==> src/hw/pcs_pkg.sv <==
// package: layout and constants of the bus event status register
// Contract
// - Bit 15 sets on any detected parity error, even with response off.
// - Bit 14 sets each time the device drives the system error line.
// - Bit 13 sets on master abort of an own non-special master cycle.
// - Bit 12 sets when an own master cycle is ended by target abort.
// - Bit 11 sets when the device as target signals target abort.
// - Select timing is fast 00b, medium 01b, slow 10b; here medium.
// - Bits 10 to 9 are read-only and give the slowest non-config timing.
// - Bit 8 sets only as master, on read or write PERR#, with response on.
// - Fast-back-to-back-capable bit 7 is read-only and reads 0.
// - Bit 5 is read-only bus speed capability and reads 0, 33 MHz only.
// - The 16-bit status register at offset 06h is read-only from the bus.
// - Capabilities-list bit 4 is read-only and reads 1, list at 34h; here 34h is not decoded and answers zero with hit low.
package pcs_pkg;

  localparam logic [7:0] PCS_STATUS_OFFSET = 8'h06;
  localparam logic [7:0] PCS_CAP_PTR_OFFSET = 8'h34;

  localparam int PCS_BIT_PARITY_ERR = 15;
  localparam int PCS_BIT_SYS_ERR = 14;
  localparam int PCS_BIT_MASTER_ABORT = 13;
  localparam int PCS_BIT_TARGET_ABORT_RX = 12;
  localparam int PCS_BIT_TARGET_ABORT_TX = 11;
  localparam int PCS_BIT_DEVSEL_HI = 10;
  localparam int PCS_BIT_DEVSEL_LO = 9;
  localparam int PCS_BIT_MASTER_PARITY = 8;
  localparam int PCS_BIT_FBB = 7;
  localparam int PCS_BIT_66M = 5;
  localparam int PCS_BIT_CAPL = 4;

  localparam logic [1:0] PCS_DEVSEL_FAST = 2'h0;
  localparam logic [1:0] PCS_DEVSEL_MEDIUM = 2'h1;
  localparam logic [1:0] PCS_DEVSEL_SLOW = 2'h2;

  localparam logic PCS_FLAG_RESET = 1'h0;
  localparam logic [15:0] PCS_STATUS_RESET = 16'h0210;
  localparam logic PCS_FBB_VALUE = 1'h0;
  localparam logic PCS_66M_VALUE = 1'h0;
  localparam logic PCS_CAPL_VALUE = 1'h1;

endpackage

==> src/hw/pcs_sticky_flag.sv <==
// one sticky event flag, set by hardware, cleared only by reset
`timescale 1ns/1ns
module pcs_sticky_flag
  import pcs_pkg::*;
(
  input wire logic ref_clk,
  input wire logic rst,
  input wire logic setEvent,
  output logic flag
);

  typedef struct packed {
    logic flag;
  } pcs_flag_s;

  pcs_flag_s stateQ;
  pcs_flag_s stateD;

  always_comb
  begin
    stateD = stateQ;
    if (setEvent)
    begin
      stateD.flag = 1'h1;
    end
  end

  always_ff @(posedge ref_clk)
  begin
    if (rst)
    begin
      stateQ.flag <= PCS_FLAG_RESET;
    end
    else
    begin
      stateQ <= stateD;
    end
  end

  assign flag = stateQ.flag;

endmodule

==> src/hw/pcs_cfg_read_port.sv <==
// configuration read port: decodes offset, registers read answer
`timescale 1ns/1ns
module pcs_cfg_read_port
  import pcs_pkg::*;
(
  input wire logic ref_clk,
  input wire logic rst,
  input wire logic cfgRead,
  input wire logic [7:0] cfgAddr,
  input wire logic [15:0] statusWord,
  output logic [15:0] cfgRdData,
  output logic cfgRdValid,
  output logic cfgRdHit
);

  typedef struct packed {
    logic [15:0] data;
    logic valid;
    logic hit;
  } pcs_rd_s;

  pcs_rd_s stateQ;
  pcs_rd_s stateD;

  always_comb
  begin
    stateD = stateQ;
    stateD.valid = cfgRead;
    stateD.hit = 1'h0;
    if (cfgRead)
    begin
      // unmapped offsets answer zero with hit low
      stateD.data = 16'h0000;
      if (cfgAddr == PCS_STATUS_OFFSET)
      begin
        stateD.data = statusWord;
        stateD.hit = 1'h1;
      end
    end
  end

  always_ff @(posedge ref_clk)
  begin
    if (rst)
    begin
      stateQ <= '0;
    end
    else
    begin
      stateQ <= stateD;
    end
  end

  assign cfgRdData = stateQ.data;
  assign cfgRdValid = stateQ.valid;
  assign cfgRdHit = stateQ.hit;

endmodule

==> src/hw/pcs_status.sv <==
// bus event status register of the configuration header
`timescale 1ns/1ns
module pcs_status
  import pcs_pkg::*;
#(
  parameter logic [1:0] DEVSEL_TIMING = PCS_DEVSEL_MEDIUM
)
(
  input wire logic ref_clk,
  input wire logic rst,
  input wire logic parityErrDetected,
  input wire logic serrDriven,
  input wire logic masterAbortRcvd,
  input wire logic specialCycle,
  input wire logic targetAbortRcvd,
  input wire logic targetAbortSignalled,
  input wire logic actingMaster,
  input wire logic perrDrivenOnRead,
  input wire logic perrSeenOnWrite,
  input wire logic parity_err_response_en,
  input wire logic cfgRead,
  input wire logic [7:0] cfgAddr,
  output logic [15:0] cfgRdData,
  output logic cfgRdValid,
  output logic cfgRdHit,
  output logic [15:0] statusWordQ
);

  localparam int NFLAG = 6;

  typedef struct packed {
    logic [15:0] word;
  } pcs_top_s;

  pcs_top_s stateQ;
  pcs_top_s stateD;
  logic [NFLAG-1:0] flagSet;
  logic [NFLAG-1:0] flag;
  logic [15:0] statusWord;

  // flag order: parity, system, master abort, target abort rx/tx, master parity
  always_comb
  begin
    flagSet[5] = parityErrDetected;
    flagSet[4] = serrDriven;
    flagSet[3] = masterAbortRcvd & ~specialCycle;
    flagSet[2] = targetAbortRcvd;
    flagSet[1] = targetAbortSignalled;
    flagSet[0] = actingMaster & parity_err_response_en
      & (perrDrivenOnRead | perrSeenOnWrite);
  end

  genvar gi;
  generate
    for (gi = 0; gi < NFLAG; gi++)
    begin : gFlag
      pcs_sticky_flag uFlag (
        .ref_clk(ref_clk),
        .rst(rst),
        .setEvent(flagSet[gi]),
        .flag(flag[gi])
      );
    end
  endgenerate

  always_comb
  begin
    statusWord = 16'h0000;
    statusWord[PCS_BIT_PARITY_ERR] = flag[5];
    statusWord[PCS_BIT_SYS_ERR] = flag[4];
    statusWord[PCS_BIT_MASTER_ABORT] = flag[3];
    statusWord[PCS_BIT_TARGET_ABORT_RX] = flag[2];
    statusWord[PCS_BIT_TARGET_ABORT_TX] = flag[1];
    statusWord[PCS_BIT_DEVSEL_HI:PCS_BIT_DEVSEL_LO] =
      DEVSEL_TIMING;
    statusWord[PCS_BIT_MASTER_PARITY] = flag[0];
    statusWord[PCS_BIT_FBB] = PCS_FBB_VALUE;
    statusWord[PCS_BIT_66M] = PCS_66M_VALUE;
    statusWord[PCS_BIT_CAPL] = PCS_CAPL_VALUE;
  end

  always_comb
  begin
    stateD = stateQ;
    stateD.word = statusWord;
  end

  always_ff @(posedge ref_clk)
  begin
    if (rst)
    begin
      stateQ.word <= PCS_STATUS_RESET;
    end
    else
    begin
      stateQ <= stateD;
    end
  end

  assign statusWordQ = stateQ.word;

  // no write path: the register is read-only from the bus
  pcs_cfg_read_port uRead (
    .ref_clk(ref_clk),
    .rst(rst),
    .cfgRead(cfgRead),
    .cfgAddr(cfgAddr),
    .statusWord(statusWord),
    .cfgRdData(cfgRdData),
    .cfgRdValid(cfgRdValid),
    .cfgRdHit(cfgRdHit)
  );

endmodule

==> config.mk <==
export PLATFORM = sky130hd
export DESIGN_NAME = pcs_status
export DESIGN_NICKNAME = d
export VERILOG_FILES = /design/src/hw/pcs_pkg.sv /design/src/hw/pcs_sticky_flag.sv /design/src/hw/pcs_cfg_read_port.sv /design/src/hw/pcs_status.sv
export SDC_FILE = /design/constraint.sdc
export NUM_CORES = 1
export LEC_CHECK = 0
export ABC_AREA = 1
export BUFFER_PORTS_ARGS = -buffer_cell sky130_fd_sc_hd__buf_4
export CAP_MARGIN = 5
export CELL_PAD_IN_SITES_DETAIL_PLACEMENT = 0
export CELL_PAD_IN_SITES_GLOBAL_PLACEMENT = 1
export CORE_MARGIN = 10
export CORE_UTILIZATION = 30
export DETAILED_ROUTE_END_ITERATION = 12
export MAX_ROUTING_LAYER = met4
export PLACE_DENSITY = 0.85
export SYNTH_ARGS = -nofsm -noshare
export SYNTH_HDL_FRONTEND = slang
export SYNTH_SLANG_ARGS = --single-unit
==> constraint.sdc <==
create_clock -name ref_clk -period 1.5 [get_ports ref_clk]
set_input_delay 0.3 -clock ref_clk [delete_from_list [all_inputs] [get_ports ref_clk]]
set_output_delay 0.3 -clock ref_clk [all_outputs]
set_load 0.02 [all_outputs]
==> metrics.cfg <==
[detailed_routing]
viasPerCell=4.05
firstDrtPassIters=4
finalWirelength_um=1990
drtAntennaViolNets=0
num_vias=685
drt-initial-drc-count=81
drc=0
avgRoutedWirePerCell_um=11.8

[synth]
seq_area_frac_synth=0.481
ys_ff_latch=21
yosysUniqueCellTypes=14
yosysWarnings=0
syn_avg_cell_area_um2=8.56
syn_inst=102
syn_area_um2=873

[worst_setup_path]
end_kind=output port
ff2ff_setup_slack_ns=0.78
rr_endpoint=uRead.cfgRdData[11]
crit_chain=buf_4
critPathMaxFanout=2
criticalPathCategory=flop to output port
endpoint=cfgRdData[11]
reg2reg_depth=4
cp.arrival_ns=0.84
timing.critical_path.max_delay_family=flip-flops
start_kind=flop
worst-path-stages=1
worstPathRequired_ns=1.20
crit_slowest_cell=dfxtp_1
path_buf_inv=1
crit_start=uRead.cfgRdData[11]
cp_slowest_stage_delay_ns=0.38
r2r_start=gFlag[1].uFlag.flag

[power_and_ir_drop]
power_density_nw_per_um2=914
peakVddDrop_mv=0.528
finalPower_mw=1.02
p_leak_nw=0.593

[final_layout]
syn_to_final_growth_pct=28.1
final_cell_mix=buf_4 (36), dfxtp_1 (21), conb_1 (18)
fin_area_um2=1120
final_common_cell=buf_4
antenna_cells=0
fillCellCount=300
nets=160
drive_gt1_frac=0.341

[cts]
htree_levels=1
ctsHoldBuffers=0
clockRootBuffer=clkbuf_4
cts_made_buffers=3
post_cts_buffers=0
clk_pin_slew_ns=0.13
cts_tree=yes
insertion_delay_ns=0.31
clock_sinks=21
cts_resized=0
cts_buffer_depth=2

[grt]
antenna_found_initial=0
grt_pass1_wl_um=3250
grt_max_degree=15
grt_pass1_vias=685
grtUsageTotal=0.0754
grt_overflow=0

[placed_design]
pre_cts_slack_ns=0.515
placed_area_um2=1090
globalplace.congestion=0.816
portBuffers=36
dp_hpwl_um=1720

[sta]
fmax_mhz=878
rsz0062_at_grt=no
min_period_ns=1.14
final_max_slew_viol_count=0
clock_skew_ns=0.0166
period_share=0.760
setup_ws_ns=0.361
tns_ns=0
hold_viol=0
setup_violations=0
timing.hold.ws_ns=0.183

[floorplan]
die_h_um=74.0
die_w_um=74.0
io_pins=55
fp.coreArea_um2=2780
num_rows=19
die_area_um2=5470
initial_core_util=0.314

[outcome]
status=complete, no violations

[run]
cap_viol_max_count=0

[min_path]
hold_class=primary input to flop

==> cells by family after synthesis <==
group,Yosys count,share of synthesized area
AND/OR/NAND/NOR,45,0.269
buffers and inverters,32,0.228
flip-flops,21,0.481
AO/OA/AOI/OAI,2,0.0129
other,2,0.00860
==> cell usage after synthesis <==
cell type   n  area share
a21oi_1     1      0.0057
buf_4      19        0.16
buf_6       1       0.013
conb_1      2      0.0086
dfxtp_1    21        0.48
inv_1      11       0.047
inv_2       1      0.0043
nand2_1    11       0.047
nand3_1    14       0.080
nand3_2     1       0.011
nor2_1     14       0.060
nor2_4      4       0.052
nor3_4      1       0.019
o22ai_1     1      0.0072
==> sequential cells by signal (all words and copies together), names as in the netlist <==
register	flops
uRead.cfgRdData	7
statusWordQ	6
uRead.cfgRdValid	1
uRead.cfgRdHit	1
gFlag.uFlag.flag	6
==> metrics by stage <==
| step | util | cells |
|---|---|---|
| 2_1_floorplan | - | 118 |
| 3_3_place_gp | 0.391 | 165 |
| 3_5_place_dp | 0.391 | 165 |
| 4_1_cts | 0.402 | 169 |
| 5_1_grt | 0.402 | 169 |
| 6_report | 0.402 | 169 |
==> layer usage <==
layer	track usage	wire length [µm]	part of all wire	up-vias
li1	-	-	-	350
met4	0.0311	0	0	0
met1	0.0838	845	0.43	291
met5	-	0	0	-
met3	0.0399	317	0.16	0
met2	0.111	823	0.41	44
==> worst min-delay path by stage <==
stage,from,to,slack (ns),cells after the start
after floorplan,rst,statusWordQ[11],0.38,1
after global placement,gFlag[3].uFlag.flag,statusWordQ[13],0.44,2
after detailed placement,gFlag[3].uFlag.flag,statusWordQ[13],0.44,2
after CTS,targetAbortRcvd,gFlag[2].uFlag.flag,0.18,3
after global routing,targetAbortRcvd,gFlag[2].uFlag.flag,0.18,3
final,targetAbortRcvd,gFlag[2].uFlag.flag,0.18,3
==> power by group <==
group | internal (mW) | switching, mW | leakage [nW]
registers | 0.579 | 0.00705 | 0.172
clock network | 0.101 | 0.174 | 0.0139
logic | 0.0596 | 0.102 | 0.406
total | 0.740 | 0.283 | 0.593
==> layout make-up <==
type / count / area (µm²) / share of cell area
timing repair buffer: 36 / 270 / 0.242
multi-input combinational: 65 / 314 / 0.281
clock inverter: 1 / 7.51 / 0.00671
tap: 31 / 38.8 / 0.0347
inverter: 12 / 45.0 / 0.0403
clock buffer: 3 / 22.5 / 0.0201
sequential: 21 / 420 / 0.376
(Power assumes the default switching activity.)
